## src/logic/fdd_pkg.sv

```systemverilog
// fdd_pkg: constants, types and timing counts of the field duty control.
// assumes a single 10 MHz clock; duty is held in tenths of a percent.
package fdd_pkg;
   // ==========================================
   // clock and widths
   localparam int unsigned CLK_HZ       = 10_000_000;
   localparam int unsigned CLK_KHZ      = CLK_HZ / 1000;
   localparam int unsigned CLK_NS       = 100;
   typedef logic [19:0] fdd_cnt_t;
   typedef logic [9:0]  fdd_duty_t;

   // ==========================================
   // duty figures, per mille
   localparam fdd_duty_t DUTY_FULL  = 10'h3E8; // 100 %
   localparam fdd_duty_t PREEX_DUTY = 10'h07D; // 12.5 %
   localparam fdd_duty_t SS_DUTY    = 10'h03C; // 6 %
   localparam fdd_duty_t BZ_STEP    = 10'h035; // 5.3 %
   localparam fdd_duty_t TRIG_THR   = 10'h043; // 6.7 %

   // ==========================================
   // timing, figure in its own unit then cycles
   localparam int unsigned OC_FILTER_NS  = 5000;
   localparam int unsigned OC_FILTER_CYC = (OC_FILTER_NS + CLK_NS - 1) / CLK_NS;
   localparam int unsigned RETRY_MS      = 40;
   localparam int unsigned RETRY_CYC     = RETRY_MS * CLK_KHZ;
   localparam int unsigned SAMPLE_MS     = 1;
   localparam int unsigned SAMPLE_CYC    = SAMPLE_MS * CLK_KHZ;
   localparam int unsigned PWM_FREQ_HZ [4] = '{125, 250, 333, 400};
   localparam int unsigned PWM_PERIOD_CYC [4] = '{CLK_HZ / PWM_FREQ_HZ[0], CLK_HZ / PWM_FREQ_HZ[1],
                                                  CLK_HZ / PWM_FREQ_HZ[2], CLK_HZ / PWM_FREQ_HZ[3]};
   // full 0..100 % ramp time; one per-mille step every RAMP_UP_MS*CLK_KHZ/1000 cycles
   localparam int unsigned RAMP_UP_MS [8] = '{2500, 3000, 5000, 6000, 7500, 9000, 10000, 12000};
   localparam int unsigned RAMP_STEP_CYC [8] = '{
      RAMP_UP_MS[0] * CLK_KHZ / 1000, RAMP_UP_MS[1] * CLK_KHZ / 1000,
      RAMP_UP_MS[2] * CLK_KHZ / 1000, RAMP_UP_MS[3] * CLK_KHZ / 1000,
      RAMP_UP_MS[4] * CLK_KHZ / 1000, RAMP_UP_MS[5] * CLK_KHZ / 1000,
      RAMP_UP_MS[6] * CLK_KHZ / 1000, RAMP_UP_MS[7] * CLK_KHZ / 1000};

   // ==========================================
   // speed thresholds, rpm
   localparam int unsigned SS_LIMIT_RPM [4]  = '{1200, 1500, 2800, 3200};
   localparam int unsigned LRC_SPEED_RPM [4] = '{1500, 2800, 3000, 3200};

   // ==========================================
   // types
   typedef enum logic [3:0] {
      ST_NORMAL    = 4'h1,
      ST_PREEX     = 4'h2,
      ST_SELFSTART = 4'h4,
      ST_RAMP      = 4'h8
   } fdd_state_t;

   typedef struct packed {
      logic [1:0] field_pwm_frequency_option;
      logic [2:0] ramp_up_duration_option;
      logic [1:0] selfstart_speed_limit;
      logic [1:0] lrc_speed_option;
   } fdd_cfg_t;

   typedef struct packed {
      logic       preexcite;
      logic       phase_only;
      logic [15:0] speed_rpm;
      fdd_duty_t  reg_duty;
   } fdd_mode_in_t;

   typedef struct packed {
      fdd_state_t state;
      logic       oc_off;
      fdd_duty_t  duty;
   } fdd_status_t;
endpackage

```

## src/logic/fdd_field_ctrl.sv

```systemverilog
// fdd_field_ctrl: field driver duty control with over-current retry.
// assumes speed, mode requests and regulation duty come synchronous to clk.
`timescale 1ns/10ps
`default_nettype none
module fdd_field_ctrl #(
   parameter int unsigned PWM_PERIOD_CYC [4] = fdd_pkg::PWM_PERIOD_CYC,
   parameter int unsigned RAMP_STEP_CYC [8]  = fdd_pkg::RAMP_STEP_CYC,
   parameter int unsigned RETRY_CYC          = fdd_pkg::RETRY_CYC,
   parameter int unsigned SAMPLE_CYC         = fdd_pkg::SAMPLE_CYC
) (
   // clock and reset
   input  wire logic                 clk,
   input  wire logic                 rst,
   input  wire logic                 ce,
   // configuration and mode inputs
   input  wire fdd_pkg::fdd_cfg_t    cfg,
   input  wire fdd_pkg::fdd_mode_in_t mode_in,
   // driver feedback
   input  wire logic                 overcurrent,
   // outputs
   output logic                      field_on,
   output fdd_pkg::fdd_status_t      status
);
   // ==========================================
   // helpers
   function automatic fdd_pkg::fdd_duty_t sat_add(input fdd_pkg::fdd_duty_t a, input fdd_pkg::fdd_duty_t b);
      logic [10:0] s;
      s = {1'b0, a} + {1'b0, b};
      return (s > {1'b0, fdd_pkg::DUTY_FULL}) ? fdd_pkg::DUTY_FULL : s[9:0];
   endfunction

   // ==========================================
   // declarations
   fdd_pkg::fdd_cnt_t   oc_cnt_reg, oc_cnt_next;
   fdd_pkg::fdd_cnt_t   retry_cnt_reg, retry_cnt_next;
   logic                oc_off_reg, oc_off_next;
   fdd_pkg::fdd_cnt_t   tick_cnt_reg, tick_cnt_next;
   fdd_pkg::fdd_cnt_t   step_cnt_reg, step_cnt_next;
   fdd_pkg::fdd_state_t state_reg, state_next;
   fdd_pkg::fdd_duty_t  duty_reg, duty_next;
   fdd_pkg::fdd_duty_t  prev_sample_reg, prev_sample_next;
   logic                field_on_reg, field_on_next;
   logic                pwm_raw;
   logic                below_ss, low_speed, ss_cond, override;
   logic                sample_tick, step_tick, rise_trig, ramp_done;
   fdd_pkg::fdd_duty_t  demand;

   // ==========================================
   // decodes of the inputs
   always_comb begin
      demand      = (mode_in.reg_duty > fdd_pkg::DUTY_FULL) ? fdd_pkg::DUTY_FULL : mode_in.reg_duty;
      below_ss    = (mode_in.speed_rpm < fdd_pkg::SS_LIMIT_RPM[cfg.selfstart_speed_limit]);
      low_speed   = (mode_in.speed_rpm < fdd_pkg::LRC_SPEED_RPM[cfg.lrc_speed_option]);
      ss_cond     = mode_in.phase_only && below_ss;
      override    = mode_in.preexcite || ss_cond;
      sample_tick = (tick_cnt_reg >= fdd_pkg::fdd_cnt_t'(SAMPLE_CYC - 1));
      step_tick   = (step_cnt_reg >= fdd_pkg::fdd_cnt_t'(RAMP_STEP_CYC[cfg.ramp_up_duration_option] - 1));
      // only a rise counts; a falling demand never starts the ramp
      rise_trig   = (demand > prev_sample_reg) && ((demand - prev_sample_reg) > fdd_pkg::TRIG_THR);
      ramp_done   = (duty_reg >= demand) || (duty_reg == fdd_pkg::DUTY_FULL);
   end

   // ==========================================
   // over-current filter and retry timer
   always_comb begin
      oc_cnt_next    = '0;
      retry_cnt_next = '0;
      oc_off_next    = oc_off_reg;
      if (oc_off_reg) begin
         // the driver stays off for the whole retry time, whatever the input does
         if (retry_cnt_reg >= fdd_pkg::fdd_cnt_t'(RETRY_CYC - 1)) begin
            oc_off_next = 1'b0;
         end else begin
            retry_cnt_next = retry_cnt_reg + 20'h00001;
         end
      end else if (overcurrent) begin
         if (oc_cnt_reg >= fdd_pkg::fdd_cnt_t'(fdd_pkg::OC_FILTER_CYC - 1)) begin
            oc_off_next = 1'b1;
         end else begin
            oc_cnt_next = oc_cnt_reg + 20'h00001;
         end
      end
   end

   always_ff @(posedge clk) begin
      if (rst) begin
         oc_cnt_reg    <= '0;
         retry_cnt_reg <= '0;
         oc_off_reg    <= 1'b0;
      end else if (ce) begin
         oc_cnt_reg    <= oc_cnt_next;
         retry_cnt_reg <= retry_cnt_next;
         oc_off_reg    <= oc_off_next;
      end
   end

   // ==========================================
   // sample tick and ramp step timers
   always_comb begin
      tick_cnt_next    = sample_tick ? '0 : tick_cnt_reg + 20'h00001;
      prev_sample_next = sample_tick ? demand : prev_sample_reg;
      step_cnt_next    = (state_reg != fdd_pkg::ST_RAMP || step_tick) ? '0 : step_cnt_reg + 20'h00001;
   end

   always_ff @(posedge clk) begin
      if (rst) begin
         tick_cnt_reg    <= '0;
         prev_sample_reg <= '0;
         step_cnt_reg    <= '0;
      end else if (ce) begin
         tick_cnt_reg    <= tick_cnt_next;
         prev_sample_reg <= prev_sample_next;
         step_cnt_reg    <= step_cnt_next;
      end
   end

   // ==========================================
   // mode machine and duty selection
   always_comb begin
      state_next = state_reg;
      unique case (state_reg)
         fdd_pkg::ST_NORMAL: begin
            if (sample_tick && low_speed && rise_trig) begin
               state_next = fdd_pkg::ST_RAMP;
            end
         end
         fdd_pkg::ST_RAMP: begin
            // a started ramp finishes even if speed rises above the low-speed band
            if (ramp_done) begin
               state_next = fdd_pkg::ST_NORMAL;
            end
         end
         fdd_pkg::ST_PREEX: state_next = fdd_pkg::ST_NORMAL;
         fdd_pkg::ST_SELFSTART: state_next = fdd_pkg::ST_NORMAL;
         default: state_next = fdd_pkg::ST_NORMAL;
      endcase
      if (mode_in.preexcite) begin
         state_next = fdd_pkg::ST_PREEX;
      end else if (ss_cond) begin
         state_next = fdd_pkg::ST_SELFSTART;
      end

      duty_next = demand;
      unique case (state_next)
         fdd_pkg::ST_PREEX: duty_next = fdd_pkg::PREEX_DUTY;
         fdd_pkg::ST_SELFSTART: duty_next = fdd_pkg::SS_DUTY;
         fdd_pkg::ST_NORMAL: duty_next = demand;
         fdd_pkg::ST_RAMP: begin
            if (state_reg != fdd_pkg::ST_RAMP) begin
               duty_next = sat_add(prev_sample_reg, fdd_pkg::BZ_STEP);
            end else if (step_tick) begin
               duty_next = sat_add(duty_reg, 10'h001);
            end else begin
               duty_next = duty_reg;
            end
         end
         default: duty_next = demand;
      endcase
   end

   always_ff @(posedge clk) begin
      if (rst) begin
         state_reg <= fdd_pkg::ST_NORMAL;
         duty_reg  <= '0;
      end else if (ce) begin
         state_reg <= state_next;
         duty_reg  <= duty_next;
      end
   end

   // ==========================================
   // pwm timebase
   fdd_pwm u_pwm (
      .clk    (clk),
      .rst    (rst),
      .ce     (ce),
      .period (fdd_pkg::fdd_cnt_t'(PWM_PERIOD_CYC[cfg.field_pwm_frequency_option])),
      .duty   (duty_reg),
      .pwm_on (pwm_raw)
   );

   // ==========================================
   // field output, gated by the shutdown in the same edge it is raised
   always_comb begin
      field_on_next = pwm_raw && !oc_off_next;
   end

   always_ff @(posedge clk) begin
      if (rst) begin
         field_on_reg <= 1'b0;
      end else if (ce) begin
         field_on_reg <= field_on_next;
      end
   end

   assign field_on = field_on_reg;
   assign status   = '{state: state_reg, oc_off: oc_off_reg, duty: duty_reg};
endmodule
`default_nettype wire

```

## src/logic/fdd_pwm.sv

```systemverilog
// fdd_pwm: field pwm timebase, one on-phase per period.
// assumes period and duty stable enough; both are taken at period start only.
`timescale 1ns/10ps
`default_nettype none
module fdd_pwm (
   // clock and reset
   input  wire logic              clk,
   input  wire logic              rst,
   input  wire logic              ce,
   // settings
   input  wire fdd_pkg::fdd_cnt_t  period,
   input  wire fdd_pkg::fdd_duty_t duty,
   // output
   output logic                   pwm_on
);
   // ==========================================
   // on-time from period and duty
   function automatic fdd_pkg::fdd_cnt_t on_time(input fdd_pkg::fdd_cnt_t p, input fdd_pkg::fdd_duty_t d);
      logic [29:0] prod;
      prod = p * d;
      return fdd_pkg::fdd_cnt_t'(prod / fdd_pkg::DUTY_FULL);
   endfunction

   fdd_pkg::fdd_cnt_t cnt_reg, cnt_next;
   fdd_pkg::fdd_cnt_t per_reg, per_next;
   fdd_pkg::fdd_cnt_t ton_reg, ton_next;
   logic              on_reg, on_next;
   logic              wrap;

   // ==========================================
   // next period count; settings are latched at the wrap so a period is never cut
   always_comb begin
      wrap     = (cnt_reg >= per_reg - 20'h00001);
      cnt_next = wrap ? '0 : cnt_reg + 20'h00001;
      per_next = per_reg;
      ton_next = ton_reg;
      if (wrap) begin
         per_next = period;
         ton_next = on_time(period, duty);
      end
      on_next = (cnt_next < ton_next);
   end

   // registers
   always_ff @(posedge clk) begin
      if (rst) begin
         cnt_reg <= '0;
         // a one-cycle period wraps at the first edge, so the configured period is taken at once
         per_reg <= 20'h00001;
         ton_reg <= '0;
         on_reg  <= 1'b0;
      end else if (ce) begin
         cnt_reg <= cnt_next;
         per_reg <= per_next;
         ton_reg <= ton_next;
         on_reg  <= on_next;
      end
   end

   assign pwm_on = on_reg;
endmodule
`default_nettype wire
```

## config.mk

```make
export PLATFORM = sky130hd
export DESIGN_NAME = fdd_field_ctrl
export DESIGN_NICKNAME = d
export VERILOG_FILES = /design/src/logic/fdd_pkg.sv /design/src/logic/fdd_field_ctrl.sv /design/src/logic/fdd_pwm.sv
export SDC_FILE = /design/constraint.sdc
export NUM_CORES = 1
export LEC_CHECK = 0
export BUFFER_PORTS_ARGS = -buffer_cell sky130_fd_sc_hd__buf_2
export CAP_MARGIN = 30
export CORE_MARGIN = 2
export CORE_UTILIZATION = 40
export DETAILED_ROUTE_END_ITERATION = 8
export PLACE_DENSITY = 0.55
export SYNTH_ARGS = -nofsm -noshare
export SYNTH_HDL_FRONTEND = slang
export SYNTH_HIERARCHICAL = 1
export SYNTH_SLANG_ARGS = --single-unit
export TNS_END_PERCENT = 30
```

## constraint.sdc

```tcl
create_clock -name clk -period 32.9 [get_ports clk]
set_input_delay 3.29 -clock clk [delete_from_list [all_inputs] [get_ports clk]]
set_output_delay 3.29 -clock clk [all_outputs]
set_load 0.03 [all_outputs]
```

==> flow_metrics.py <==
metrics = {
    "final_layout": {
        "regArea_sq_mm": 0.00334,
        "final_nets": 3355,
        "multi_input_area_sq_mm": 0.0190,
        "syn_to_final_growth_pct": 6.31,
        "stdcell_area_sq_mm": 0.0252,
        "fin_util_pct": 42.8,
        "n_antenna_cell": 0,
        "fillers": 6046,
        "drive_above_1_share_pct": 7.66,
    },
    "sta": {
        "period_share_pct": 80.8,
        "finalClockSkew_ps": 26.8,
        "layout_setup_ws_ps": 6320,
        "worst_pin_slew_ps": 1100,
        "rsz0062_at_grt": "no",
        "hold_violations": 0,
        "setup_viol": 0,
        "slew_viol_final": 0,
        "fin_crit_ps": 26580,
        "fin_setup_tns_ps": 0,
        "max_slew_margin_pct": 26.2,
        "max_freq_mhz": 37.6,
    },
    "clocking": {
        "cts_tree": "built",
        "htree_levels": 4,
        "numCtsBuffers": 17,
        "cts.sink_count": 167,
        "clock-root-buffer": "clkbuf_16",
        "cts_max_path_buffers": 2,
        "post_cts_buffers": 0,
        "cts.hold.buffers_added": 0,
        "postCtsResizedCells": 0,
        "insertion_delay_ps": 460,
        "cts.clk_slew.worst_paths_ps": 70,
    },
    "global_route": {
        "grt_max_degree": 66,
        "grt_pass1_vias": 21000,
        "antenna_found_initial": 1,
        "gr-total-overflow": 0,
        "grt_pass1_wl_microns": 107000,
        "track_usage_pct": 20.9,
    },
    "logic_synthesis": {
        "synth_cell_types": 128,
        "syn_area_per_cell_sq_um": 7.81,
        "syn_inst": 3031,
        "yosysWarnings": 6,
        "synth_ff_type": "dfxtp_1",
        "ys_seq_elements": 167,
        "synth_seq_area_share_pct": 14.1,
        "netlist_area_sq_mm": 0.0237,
        "synthArstFlopShare_pct": 0,
        "synth-edff-count": 0,
    },
    "hold_path": {
        "hold_depth": 2,
        "min_from": "u_pwm/ton_reg[19]",
        "hp-class": "reg2reg",
    },
    "setup_path": {
        "reg2reg_from": "duty_reg[2]",
        "cp.depth": 69,
        "cp-startpoint": "cfg[8]",
        "start_kind": "input port",
        "cp.arrival_ps": 26970,
        "worstSetupPathType": "in2reg",
        "critPathCaptureType": "flop",
        "path_buf_inv": 8,
        "crit_family": "compound AO/OA/AOI/OAI gates",
        "required_ps": 33290,
        "reg2regPathDepth": 65,
        "slowest_delay_ps": 850,
        "slowest_stage": "o21ai_1",
        "cpMostUsedCell": "fa_1",
        "crit_fanout": 37,
    },
    "detailed_routing": {
        "dr.pass1.iters": 5,
        "ant_nets": 0,
        "drc": 0,
        "drtIter0Drc": 1393,
        "post_drt_via_cell_ratio": 5.71,
        "drt-total-wl_microns": 64000,
        "avgRoutedWirePerCell_microns": 16.9,
        "vias": 21500,
    },
    "placed_design": {
        "numPortBuffers": 54,
        "pre_cts_slack_ps": 6000,
        "globalplace.congestion": 0.860,
        "hpwlAfterDp_microns": 49200,
        "place_area_sq_mm": 0.0245,
    },
    "floorplan": {
        "ios": 57,
        "fp.coreArea_sq_mm": 0.0588,
        "rows": 89,
        "die_area_sq_mm": 0.0611,
        "die_h_microns": 247,
        "start_util_pct": 40.2,
        "dieWidth_microns": 247,
    },
    "status": {
        "status": "finished, final reports clean",
    },
    "flow_run": {
        "max-cap-violations": 0,
    },
}
[per-stage QoR]
step	hold WS (ps)	cells
5_1_grt	493	3774
4_1_cts	465	3772
6_report	461	3774
2_1_floorplan	436	3042
3_3_place_gp	442	3738
3_5_place_dp	454	3740
[synth_stat cells (all sizes together) (20+ instances only)]
| cell type | instances | area share (%) |
|---|---|---|
| inv | 185 | 2.9 |
| nand2 | 348 | 5.5 |
| and2 | 120 | 3.2 |
| nand2b | 32 | 0.85 |
| nand4 | 46 | 1.2 |
| and3 | 37 | 1.0 |
| buf | 44 | 1.0 |
| or3 | 21 | 0.60 |
| xnor2 | 125 | 4.8 |
| fa | 143 | 12 |
| o21a | 24 | 0.80 |
| o211ai | 38 | 1.3 |
| a211oi | 44 | 1.5 |
| nor2b | 22 | 0.58 |
| clkbuf | 114 | 1.8 |
| a21oi | 167 | 3.6 |
| nor3 | 66 | 1.5 |
| o21ai | 125 | 2.8 |
| a31oi | 35 | 1.1 |
| dfxtp | 167 | 14 |
| ha | 183 | 9.7 |
| nor2 | 308 | 4.9 |
| xor2 | 90 | 3.4 |
| mux2i | 59 | 2.5 |
| nand3 | 95 | 2.1 |
| a21o | 37 | 1.2 |
| nor4 | 36 | 1.0 |
| a211o | 20 | 0.74 |
[worst reg2reg max path: cells and delay by family (launching register included)]
kind                     cells  cell delay, ps
AO/OA/AOI/OAI               31           11180
XOR/XNOR                     1             330
adder cells (fa/ha/maj)      7            3320
buffers and inverters        5             770
flip-flops                   1             650
multiplexers                 8            2950
AND/OR/NAND/NOR             13            3580
[layer usage]
layer  track usage (%)  wire length (microns)  up-vias
met3              2.29                   2120       62
met1              27.4                  29900    10400
li1                  -                      -    10600
met4              5.32                   1160        2
met2              36.5                  30700      413
met5                 0                     10        -
[cell usage in the layout (no fill, tap or decap), drive strengths merged, types with 38 or more instances in the layout]
cell / count
fa: 143
buf: 85
nand2: 348
nor2: 308
o211ai: 38
dfxtp: 167
a211oi: 44
nand3: 95
xor2: 90
nand4: 46
a21oi: 167
mux2i: 59
inv: 193
ha: 183
and2: 120
nor3: 66
o21ai: 125
xnor2: 125
[worst paths after layout]
path,to,slack [ps]
worst max-delay path,u_pwm/pwm_on,6320
worst min-delay path,u_pwm/ton_reg[19],460
worst max register to register,u_pwm/pwm_on,10050
worst min register to register,u_pwm/ton_reg[19],460
[cell type report]
type                       instances  area share [%]
clock buffer                      19            1.80
clock inverter                    13           0.711
inverter                         186            2.78
multi-input combinational       2531            75.5
sequential                       167            13.3
tap                              773            3.84
timing repair buffer              85            2.08
[cells by family (layout without fill, tap and decap cells)]
family,Yosys count,after routing,share of synthesized area [%]
AND/OR/NAND/NOR,1196,1196,24.6
AO/OA/AOI/OAI,706,706,22.2
buffers and inverters,344,303,5.79
adder cells (fa/ha/maj),332,332,22.0
XOR/XNOR,215,215,8.18
flip-flops,167,167,14.1
multiplexers,69,69,3.02
other,2,13,0.0317
Power is not shown: default switching activity piles up to over one toggle a cycle in this logic, so the estimate is an artifact.
